## src/display_out_defines.vh

```
// Timing and reset constants for the display output block.
// Assumes inclusion by bare name from the design file.
`ifndef DISPLAY_OUT_DEFINES_VH
`define DISPLAY_OUT_DEFINES_VH
// ****************************************************************
// Line timing in pixel clocks, frame timing in lines
// ****************************************************************
`define H_SYNC      16
`define H_BACK      8
`define H_ACTIVE    64
`define H_FRONT     8
`define V_SYNC      2
`define V_BACK      2
`define V_ACTIVE    8
`define V_FRONT     2
// ****************************************************************
// Colour layout and reset values
// ****************************************************************
`define CHAN_BITS   8
`define RED_LSB     16
`define GREEN_LSB   8
`define BLUE_LSB    0
`define PIX_RESET   24'h000000
`define PWM_BITS    8
`endif

```

## src/display_output.v

```verilog
// Display output block: parallel panel timing, serial panel and
// embedded link muxing, backlight, attach detection, id bus pins.
// Assumes the pixel reference clock and pin inputs are asynchronous
// to mclk; serialisers and pin buffers sit outside this block.
`include "display_out_defines.vh"

// ****************************************************************
// Pixel FIFO
// ****************************************************************
module pixel_fifo #(
   parameter WIDTH = 24,
   parameter DEPTH = 32,
   parameter AW    = 5
) (
   input  wire             mclk,
   input  wire             rst,
   input  wire [WIDTH-1:0] inData,
   input  wire             inValid,
   output wire             inReady,
   output reg  [WIDTH-1:0] outData,
   output wire             outValid,
   input  wire             outReady
);
   reg [WIDTH-1:0] mem [0:DEPTH-1];    // Storage in flip-flops
   reg [AW:0]      wrPtr_r;            // Write pointer, wrap bit on top
   reg [AW:0]      rdPtr_r;            // Read pointer, wrap bit on top
   wire            fullW;
   wire            emptyW;
   wire            pushW;
   wire            popW;
   integer         i;

   assign emptyW   = (wrPtr_r == rdPtr_r);
   assign fullW    = (wrPtr_r[AW-1:0] == rdPtr_r[AW-1:0]) &&
                     (wrPtr_r[AW] != rdPtr_r[AW]);
   assign inReady  = ~fullW;
   assign outValid = ~emptyW;
   assign pushW    = inValid & ~fullW;
   assign popW     = outReady & ~emptyW;

   // Data output read from the head entry
   always @* begin
      outData = mem[rdPtr_r[AW-1:0]];
   end

   // Pointer and storage update
   always @(posedge mclk or posedge rst) begin
      if (rst) begin
         wrPtr_r <= {(AW+1){1'b0}};
         rdPtr_r <= {(AW+1){1'b0}};
         for (i = 0; i < DEPTH; i = i + 1) begin
            mem[i] <= {WIDTH{1'b0}};
         end
      end else begin
         if (pushW) begin
            mem[wrPtr_r[AW-1:0]] <= inData;
            wrPtr_r <= wrPtr_r + 1'b1;
         end
         if (popW) begin
            rdPtr_r <= rdPtr_r + 1'b1;
         end
      end
   end
endmodule // pixel_fifo

// ****************************************************************
// Display output top
// ****************************************************************
module display_output #(
   parameter FIFO_DEPTH = 32,
   parameter FIFO_AW    = 5
) (
   input  wire        mclk,
   input  wire        rst,
   // Pixel reference clock from outside
   input  wire        pixRefClk,
   // Pixel stream in
   input  wire [23:0] pixData,
   input  wire        pixValid,
   output wire        pixReady,
   // Controls
   input  wire        parPanelPowerReq,
   input  wire        serialPanelPowerReq,
   input  wire        useEmbeddedLink,
   input  wire        backlightReq,
   input  wire [7:0]  brightness,
   // Parallel panel
   output wire [7:0]  parRed,
   output wire [7:0]  parGreen,
   output wire [7:0]  parBlue,
   output reg         parHsync,
   output reg         parVsync,
   output reg         parActiveVideo,
   output reg         parPixelClock,
   output reg         parPanelPower,
   output reg         backlightOn,
   output reg         backlightDimming,
   output reg         pixUnderrun,
   // Serial panel / embedded link to the shared serialiser
   output reg  [23:0] serialPanelPixel,
   output reg         serialPanelDe,
   output reg         serialPanelSelect,
   output reg         embeddedLinkSelect,
   output reg         sharedPanelPower,
   // Sink link word to the transition-minimised serialiser
   output reg  [23:0] sinkLinkPixel,
   output reg         sinkLinkDe,
   // Attach detect
   input  wire        embeddedLinkAttachDetect,
   output reg         embeddedLinkAttached,
   input  wire        sinkAttachDetect,
   output reg         sinkAttached,
   output reg         sinkAttachEvent,
   output reg         sinkDetachEvent,
   // Panel id bus, open drain
   input  wire        panelIdBusClockDriveLow,
   input  wire        panelIdBusDataDriveLow,
   input  wire        panelIdBusClockIn,
   input  wire        panelIdBusDataIn,
   output wire        panelIdBusClockOut,
   output wire        panelIdBusClockOe,
   output wire        panelIdBusDataOut,
   output wire        panelIdBusDataOe,
   output reg         panelIdClockSeen,
   output reg         panelIdDataSeen,
   // Sink id bus, open drain
   input  wire        sinkIdBusClockDriveLow,
   input  wire        sinkIdBusDataDriveLow,
   input  wire        sinkIdBusClockIn,
   input  wire        sinkIdBusDataIn,
   output wire        sinkIdBusClockOut,
   output wire        sinkIdBusClockOe,
   output wire        sinkIdBusDataOut,
   output wire        sinkIdBusDataOe,
   output reg         sinkIdClockSeen,
   output reg         sinkIdDataSeen,
   // Single-wire control line
   input  wire        sinkControlWireDrive,
   input  wire        sinkControlWireLevel,
   input  wire        sinkControlWireIn,
   output wire        sinkControlWireOut,
   output wire        sinkControlWireOe,
   output reg         sinkControlWireSeen
);
   localparam HTOT = `H_SYNC + `H_BACK + `H_ACTIVE + `H_FRONT;
   localparam VTOT = `V_SYNC + `V_BACK + `V_ACTIVE + `V_FRONT;
   localparam HA0  = `H_SYNC + `H_BACK;        // First active column
   localparam VA0  = `V_SYNC + `V_BACK;        // First active row

   reg  [1:0]  refSync_r;          // Pixel reference synchroniser
   reg  [1:0]  eHpdSync_r;         // Embedded attach synchroniser
   reg  [1:0]  sHpdSync_r;         // Sink attach synchroniser
   reg  [1:0]  pIdSync_r;          // Panel id bus readback
   reg  [1:0]  sIdSync_r;          // Sink id bus readback
   reg  [1:0]  cecSync_r;          // Control wire readback
   reg  [1:0]  pIdDatSync_r;       // Panel id data readback
   reg  [1:0]  sIdDatSync_r;       // Sink id data readback
   reg  [11:0] hCnt_r;             // Column counter
   reg  [11:0] vCnt_r;             // Row counter
   reg  [11:0] hCnt_nxt;
   reg  [11:0] vCnt_nxt;
   reg  [23:0] pixOut_r;           // Launched colour word
   reg  [7:0]  pwmCnt_r;           // Backlight PWM phase
   wire        stepW;              // Pixel clock rising edge
   wire        deNxtW;
   wire [23:0] fifoData;
   wire        fifoValid;
   wire        popW;
   wire [23:0] pixNxtW;

   // *************************************************************
   // Pixel FIFO in the data path
   // *************************************************************
   pixel_fifo #(
      .WIDTH (24),
      .DEPTH (FIFO_DEPTH),
      .AW    (FIFO_AW)
   ) uFifo (
      .mclk     (mclk),
      .rst      (rst),
      .inData   (pixData),
      .inValid  (pixValid),
      .inReady  (pixReady),
      .outData  (fifoData),
      .outValid (fifoValid),
      .outReady (popW)
   );

   // *************************************************************
   // Input synchronisers
   // *************************************************************
   // Two flops per asynchronous input
   always @(posedge mclk or posedge rst) begin
      if (rst) begin
         refSync_r  <= 2'h0;
         eHpdSync_r <= 2'h0;
         sHpdSync_r <= 2'h0;
         pIdSync_r  <= 2'h3;
         sIdSync_r  <= 2'h3;
         cecSync_r  <= 2'h3;
         pIdDatSync_r <= 2'h3;
         sIdDatSync_r <= 2'h3;
      end else begin
         refSync_r  <= {refSync_r[0], pixRefClk};
         eHpdSync_r <= {eHpdSync_r[0], embeddedLinkAttachDetect};
         sHpdSync_r <= {sHpdSync_r[0], sinkAttachDetect};
         pIdSync_r  <= {pIdSync_r[0], panelIdBusClockIn};
         sIdSync_r  <= {sIdSync_r[0], sinkIdBusClockIn};
         cecSync_r  <= {cecSync_r[0], sinkControlWireIn};
         pIdDatSync_r <= {pIdDatSync_r[0], panelIdBusDataIn};
         sIdDatSync_r <= {sIdDatSync_r[0], sinkIdBusDataIn};
      end
   end

   // Rising edge of the synchronised reference
   assign stepW = refSync_r[1] & ~parPixelClock;

   // *************************************************************
   // Line and frame counters
   // *************************************************************
   // Next column and row on each pixel step
   always @* begin
      hCnt_nxt = hCnt_r;
      vCnt_nxt = vCnt_r;
      if (stepW) begin
         if (hCnt_r == HTOT - 1) begin
            hCnt_nxt = 12'h000;
            if (vCnt_r == VTOT - 1) begin
               vCnt_nxt = 12'h000;
            end else begin
               vCnt_nxt = vCnt_r + 12'h001;
            end
         end else begin
            hCnt_nxt = hCnt_r + 12'h001;
         end
      end
   end

   // Active region of the upcoming pixel
   assign deNxtW = (hCnt_nxt >= HA0) && (hCnt_nxt < HA0 + `H_ACTIVE) &&
                   (vCnt_nxt >= VA0) && (vCnt_nxt < VA0 + `V_ACTIVE);
   assign popW    = stepW & deNxtW;
   assign pixNxtW = fifoValid ? fifoData : `PIX_RESET;

   // *************************************************************
   // Parallel panel launch
   // *************************************************************
   // Colour, sync and active video change together on the pixel clock rise
   always @(posedge mclk or posedge rst) begin
      if (rst) begin
         hCnt_r         <= 12'h000;
         vCnt_r         <= 12'h000;
         parPixelClock  <= 1'b0;
         parHsync       <= 1'b0;
         parVsync       <= 1'b0;
         parActiveVideo <= 1'b0;
         pixOut_r       <= `PIX_RESET;
         pixUnderrun    <= 1'b0;
      end else begin
         hCnt_r        <= hCnt_nxt;
         vCnt_r        <= vCnt_nxt;
         parPixelClock <= refSync_r[1];
         pixUnderrun   <= popW & ~fifoValid;
         if (stepW) begin
            parHsync       <= (hCnt_nxt < `H_SYNC);
            parVsync       <= (vCnt_nxt < `V_SYNC);
            parActiveVideo <= deNxtW;
            pixOut_r       <= deNxtW ? pixNxtW : `PIX_RESET;
         end
      end
   end

   // Colour fields, bit 7 most significant
   assign parRed   = pixOut_r[`RED_LSB +: `CHAN_BITS];
   assign parGreen = pixOut_r[`GREEN_LSB +: `CHAN_BITS];
   assign parBlue  = pixOut_r[`BLUE_LSB +: `CHAN_BITS];

   // *************************************************************
   // Shared serial panel / embedded link and sink link
   // *************************************************************
   // Mode mux and word routing to the serialisers
   always @(posedge mclk or posedge rst) begin
      if (rst) begin
         serialPanelPixel   <= `PIX_RESET;
         serialPanelDe      <= 1'b0;
         serialPanelSelect  <= 1'b0;
         embeddedLinkSelect <= 1'b0;
         sharedPanelPower   <= 1'b0;
         sinkLinkPixel      <= `PIX_RESET;
         sinkLinkDe         <= 1'b0;
         parPanelPower      <= 1'b0;
      end else begin
         serialPanelSelect  <= ~useEmbeddedLink;
         embeddedLinkSelect <= useEmbeddedLink;
         serialPanelPixel   <= pixOut_r;
         serialPanelDe      <= parActiveVideo;
         sinkLinkPixel      <= pixOut_r;
         sinkLinkDe         <= parActiveVideo;
         sharedPanelPower   <= serialPanelPowerReq;
         parPanelPower      <= parPanelPowerReq;
      end
   end

   // *************************************************************
   // Backlight
   // *************************************************************
   // Free-running PWM, duty set by brightness
   always @(posedge mclk or posedge rst) begin
      if (rst) begin
         pwmCnt_r         <= 8'h00;
         backlightOn      <= 1'b0;
         backlightDimming <= 1'b0;
      end else begin
         pwmCnt_r         <= pwmCnt_r + 8'h01;
         backlightOn      <= backlightReq;
         backlightDimming <= backlightReq && (pwmCnt_r < brightness);
      end
   end

   // *************************************************************
   // Attach detection
   // *************************************************************
   // Embedded attach only in embedded mode; sink changes as pulses
   always @(posedge mclk or posedge rst) begin
      if (rst) begin
         embeddedLinkAttached <= 1'b0;
         sinkAttached         <= 1'b0;
         sinkAttachEvent      <= 1'b0;
         sinkDetachEvent      <= 1'b0;
      end else begin
         embeddedLinkAttached <= useEmbeddedLink & eHpdSync_r[1];
         sinkAttached         <= sHpdSync_r[1];
         sinkAttachEvent      <= sHpdSync_r[1] & ~sinkAttached;
         sinkDetachEvent      <= ~sHpdSync_r[1] & sinkAttached;
      end
   end

   // *************************************************************
   // Open-drain id buses and control wire
   // *************************************************************
   // Panel bus only driven in serial panel mode
   assign panelIdBusClockOut = 1'b0;
   assign panelIdBusClockOe  = panelIdBusClockDriveLow & ~useEmbeddedLink;
   assign panelIdBusDataOut  = 1'b0;
   assign panelIdBusDataOe   = panelIdBusDataDriveLow & ~useEmbeddedLink;
   assign sinkIdBusClockOut  = 1'b0;
   assign sinkIdBusClockOe   = sinkIdBusClockDriveLow;
   assign sinkIdBusDataOut   = 1'b0;
   assign sinkIdBusDataOe    = sinkIdBusDataDriveLow;
   assign sinkControlWireOut = sinkControlWireLevel;
   assign sinkControlWireOe  = sinkControlWireDrive;

   // Registered readback of the line levels
   always @(posedge mclk or posedge rst) begin
      if (rst) begin
         panelIdClockSeen    <= 1'b1;
         panelIdDataSeen     <= 1'b1;
         sinkIdClockSeen     <= 1'b1;
         sinkIdDataSeen      <= 1'b1;
         sinkControlWireSeen <= 1'b1;
      end else begin
         panelIdClockSeen    <= pIdSync_r[1];
         panelIdDataSeen     <= pIdDatSync_r[1];
         sinkIdClockSeen     <= sIdSync_r[1];
         sinkIdDataSeen      <= sIdDatSync_r[1];
         sinkControlWireSeen <= cecSync_r[1];
      end
   end
endmodule // display_output

```

## config.mk

```make
export PLATFORM = sky130hd
export DESIGN_NAME = display_output
export DESIGN_NICKNAME = d
export VERILOG_FILES = /design/src/display_output.v
export VERILOG_INCLUDE_DIRS = /design/src
export SDC_FILE = /design/constraint.sdc
export NUM_CORES = 2
export LEC_CHECK = 0
export ABC_CLOCK_PERIOD_IN_PS = 26800
export BUFFER_PORTS_ARGS = -buffer_cell sky130_fd_sc_hd__buf_2
export CAP_MARGIN = 20
export CORE_MARGIN = 5
export CORE_UTILIZATION = 45
export CTS_BUF_LIST = sky130_fd_sc_hd__clkbuf_4
export CTS_CLUSTER_DIAMETER = 50
export DETAILED_ROUTE_END_ITERATION = 8
export SYNTH_ARGS = -nofsm -noshare
export SYNTH_HDL_FRONTEND = slang
export SYNTH_SLANG_ARGS = --single-unit
export TNS_END_PERCENT = 20
```

## constraint.sdc

```tcl
create_clock -name mclk -period 26.8 [get_ports mclk]
set_input_delay 2.68 -clock mclk [delete_from_list [all_inputs] [get_ports mclk]]
set_output_delay 2.68 -clock mclk [all_outputs]
set_load 0.01 [all_outputs]
```

-- Word-level counts from Yosys, hierarchy flattened
Index checks and enable logic that the tools add are counted.
- register bits: 897
- latch bits: 0
- memory bits (writable): 0
- ROM bits: 0
- logic and storage cells: 125
- memories kept: 0
- add/sub/neg operators: 5
- $mul: 0
- divide/modulo/power cells: 0
- order comparisons: 10
- equal/unequal tests: 5
- shift-type cells: 0
- multiplexer cells: 13
- bitwise logic cells: 18
- reduce and logical (&&, ||, !) cells: 6
- operators with widths (operator ; count):
    $bwmux W768 ; 1
    $bmux W24 S5 ; 1
    $demux W24 S5 ; 1
    $mux W24 ; 5
    $mux W12 ; 5
    $add A12 B1 Y12 const B ; 2
    $add A6 B1 Y6 const B ; 2
    $eq A12 B4 Y1 const B ; 1
    $eq A12 B7 Y1 const B ; 1
    $ge A12 B3 Y1 const B ; 1
    $ge A12 B5 Y1 const B ; 1
    $ge A6 B6 Y1 const B ; 2
    $lt A12 B2 Y1 const B ; 1
    $lt A12 B4 Y1 const B ; 1
    $lt A12 B5 Y1 const B ; 1
    $lt A12 B7 Y1 const B ; 1
    $not A5 Y6 ; 2
    $and A1 B1 Y1 ; 10
    $add A8 B1 Y8 const B ; 1
    $lt A8 B8 Y1 ; 1
    $eq A6 B6 Y1 ; 1
    $logic_and A1 B1 Y1 ; 6
    $lt A6 B1 Y1 const B ; 1
    $not A1 Y1 ; 6
    2 further kinds ; 2

-- Depth between registers and ports, before layout
- word-level depth: 9
- mapped depth: 12

-- By module
A second synthesis with hierarchy kept.
- cell total of the unflattened synthesis: 3111
- area, all modules: 41916.5 µm²
- modules (own cells, without submodules) (module ; instances ; cells an instance ; area an instance (µm²) ; sequential area each (µm²)):
    pixel_fifo ; 1 ; 2665 ; 36790.3 ; 19518.7
    display_output ; 1 ; 446 ; 5126.2 ; 2946.6

-- Worst setup path before layout
No wires, ideal clock.
- path type: input-to-output
- from: input panelIdBusClockDriveLow
- to: output panelIdBusClockOe
- data arrival time: 2.877 ns
- data required time: 24.120 ns
- setup slack: 21.243 ns
- stages: 1
- path buffers: 0
- cells stage by stage: nor2b_1
- cells in the longest elaborated chain, start to end: 1
- RTL lines (what ; RTL line ; source):
    from (decl) ; display_output.v:116 ; input wire panelIdBusClockDriveLow,
    $and A1 B1 Y1 ; display_output.v:343 ; assign panelIdBusClockOe = panelIdBusClockDriveLow & ~useEmbeddedLink;
    to (decl) ; display_output.v:121 ; output wire panelIdBusClockOe,
No other way between the ends.

-- Worst setup path after layout
Ends and elaborated chain as after synthesis.

==> flow_metrics.tcl <==
set metrics [dict create \
    p_per_area_nw_per_um2 95.8 \
    ys_seq_elements 897 \
    irDropWorstVdd_mv 0.0404 \
    grt_use_total_pct 22.0 \
    ioPinCount 158 \
    multi_input_area_um2 16600 \
    cp_cell_sequence "buf_2, nor2b_1, buf_2" \
    path_buf_inv 2 \
    io_buffers 145 \
    synth-simple-area-share_pct 2.59 \
    slew_violations 0 \
    seqPwrFrac_pct 49.5 \
    root_buffer "clkbuf_4" \
    fin_area_um2 44700 \
    worst_path_largest_cell_delay_ps 150 \
    leakage_uw 0.0202 \
    h-tree-depth 4 \
    min_path_type "reg2reg" \
    grt.busiest_layer "met2" \
    overflow 0 \
    wl_per_cell_um 25.4 \
    seqCellArea_um2 22500 \
    p_sw_uw 1170 \
    clockPowerShare_pct 26.8 \
    clkLatencyLatePin_ps 1090 \
    synth-xor-area-share_pct 0.940 \
    die_h_um 308 \
    synth_area_leaders "dfrtp_1, mux2_2, mux4_2" \
    clkSinkCount 897 \
    num_vias 22900 \
    synth_top_family_by_area "multiplexers" \
    core_um2 88400 \
    critPathCaptureType "primary output" \
    final-setup-viol-count 0 \
    fin_setup_tns_ps 0 \
    synth_edf_count 0 \
    synthAdderAreaFrac_pct 0.500 \
    drt_iter0_markers 1489 \
    cp_common_cell "buf_2" \
    clkTransAtPathRegs_ps 60 \
    critical_path.top_delay_family "buffers and inverters" \
    critPathKind "in2out" \
    synth_top_area_cell "dfrtp_1" \
    clock.fmax_mhz 174 \
    grt.met3_usage_pct 5.20 \
    seq_area_frac_synth_pct 56.1 \
    post-place-ws_ps 20690 \
    fill_cells 7449 \
    grt_max_degree 205 \
    grt_pass1_wl_mm 158 \
    synth-main-ff-cell "dfrtp_1" \
    grt_pass1_vias 25100 \
    cts_buffers 232 \
    nets 2777 \
    fp.dieArea_um2 95100 \
    synth_cells 2527 \
    final_cells 4032 \
    dp_hpwl_mm 59.3 \
    fp-row-count 109 \
    worstPathArrival_ps 3080 \
    syn_area_um2 40100 \
    critPathMaxFanout 1 \
    synth-compound-area-share_pct 1.01 \
    p_sw_share_pct 27.4 \
    place_area_um2 41700 \
    pwr-share-comb_pct 23.7 \
    finalHoldViolations 0 \
    postCtsSetupBuffers 0 \
    clock-skew-final_ps 67.2 \
    worstSetupStartpointType "primary input" \
    fin_ws_ps 21040 \
    dp_cells 3635 \
    post-route-drc-count 0 \
    met2_usage_pct 35.8 \
    rsz0062_at_grt "false" \
    yosys.area.top_type_share_pct 55.1 \
    cap_viol_max_count 0 \
    ant_nets 0 \
    gp_congestion 0.769 \
    drt-total-wl_mm 103 \
    ys_types 58 \
    cp.required_ps 24120 \
    vias_per_cell 5.68 \
    ys_async_sr_fraction_pct 100 \
    avgSynthCellArea_um2 15.9 \
    holdBufCountCts 0 \
    status "finished, final reports clean" \
    p_int_uw 3110 \
    layout_commonest_cell "dfrtp_1" \
    die_x_um 308 \
    period_minus_slack_ps 5760 \
    drive_gt1_share_pct 57.7 \
    drt-pass1-iter-count 7 \
    grt_antenna_before_repair 3 \
    ys_warn_count 0 \
    worst_pin_slew_ps 1130 \
    grt_util_met1_pct 29.3 \
    cts_resized 0 \
    cts_tree "built" \
    maxSlewHeadroom_pct 24.4 \
    cts_buffer_depth 3 \
    min_period_over_period_pct 21.5 \
    whs_ps 349 \
    start_util_pct 45.3 \
    muxShareOfSynthArea_pct 35.7 \
    rrSetupSlack_ps 22350 \
    area_delta_synth_final_pct 11.6 \
    cp_slowest_cell "buf_2" \
    mostFrequentLayoutCells "dfrtp_1, mux2_2, clkbuf_4" \
]
==> cells by family after synthesis <==
kind of cell               Yosys count
muxes                             1033
DFF                                897
AOI/OAI and AO/OA                   68
and+or+nand+nor                    192
adders and majority gates           16
xor gates and xnor gates            43
buffers and inverters              277
other                                1
==> synth_stat cells, types with 4 or more instances <==
| library cell | number |
|---|---|
| buf_1 | 18 |
| nor4b_1 | 4 |
| nor3_1 | 11 |
| buf_2 | 74 |
| nand3_1 | 20 |
| o21ai_0 | 40 |
| a21o_1 | 7 |
| mux2_2 | 768 |
| inv_1 | 19 |
| nand4_1 | 10 |
| o31ai_1 | 4 |
| buf_4 | 33 |
| dfstp_2 | 15 |
| nor2_1 | 47 |
| xor2_1 | 16 |
| clkbuf_1 | 130 |
| xnor2_1 | 27 |
| and4_1 | 5 |
| dfrtp_1 | 882 |
| nor2b_1 | 6 |
| and3_1 | 7 |
| mux4_2 | 240 |
| ha_1 | 16 |
| nand2b_1 | 5 |
| mux2i_1 | 24 |
| nand2_1 | 51 |
==> area by class of cell <==
cell class                      instances  share of cell area [%]
Clock buffer                          359                    6.03
Timing Repair Buffer                  201                    2.78
Clock inverter                         30                   0.394
Inverter                               20                   0.176
Sequential cell                       897                    50.3
Tap cell                             1165                    3.26
Antenna cell                            4                  0.0224
Multi-Input combinational cell       1356                    37.1
==> power groups by stage <==
stage	combinational [µW]	clock (µW)	sequential, µW
global route	1100	1260	2180
finish	1010	1150	2120
CTS	1020	1190	2120
detailed placement	1020	0	2140
global placement	977	0	2090
floorplan	821	0	2060
==> registers in the layout (all words and copies together), names as in the netlist, 2 cells and up <==
| register | flops |
|---|---|
| sIdSync_r | 2 |
| uFifo.wrPtr_r | 6 |
| sHpdSync_r | 2 |
| pixOut_r | 24 |
| pwmCnt_r | 8 |
| pIdSync_r | 2 |
| refSync_r | 2 |
| hCnt_r | 12 |
| uFifo.rdPtr_r | 6 |
| eHpdSync_r | 2 |
| sIdDatSync_r | 2 |
| sinkLinkPixel | 24 |
| pIdDatSync_r | 2 |
| vCnt_r | 12 |
| uFifo.mem | 768 |
| cecSync_r | 2 |
==> per-layer routing <==
| metal | up-vias | part of all wire (%) |
|---|---|---|
| li1 | 9737 | - |
| met3 | 191 | 5.5 |
| met5 | - | 0 |
| met1 | 12400 | 43 |
| met4 | 0 | 2.7 |
| met2 | 614 | 49 |
==> stage by stage <==
stage / total power [µW] / utilization (%)
after floorplan: 2880 / -
after global placement: 3070 / 47.2
after detailed placement: 3160 / 47.2
after CTS: 4330 / 50.5
after global routing: 4540 / 50.6
final: 4280 / 50.6
==> worst paths after layout <==
check / startpoint / endpoint / depth (start not counted)
max in group asynchronous: rst / uFifo.mem[495] / 5
worst min register to register: sHpdSync_r[0] / sHpdSync_r[1] / 0
worst max-delay path: panelIdBusClockDriveLow / panelIdBusClockOe / 3
worst min-delay path: sHpdSync_r[0] / sHpdSync_r[1] / 0
worst max register to register: uFifo.rdPtr_r[1] / pixOut_r[20] / 6
min in group asynchronous: rst / pixOut_r[21] / 2
(Power assumes the default switching activity.)
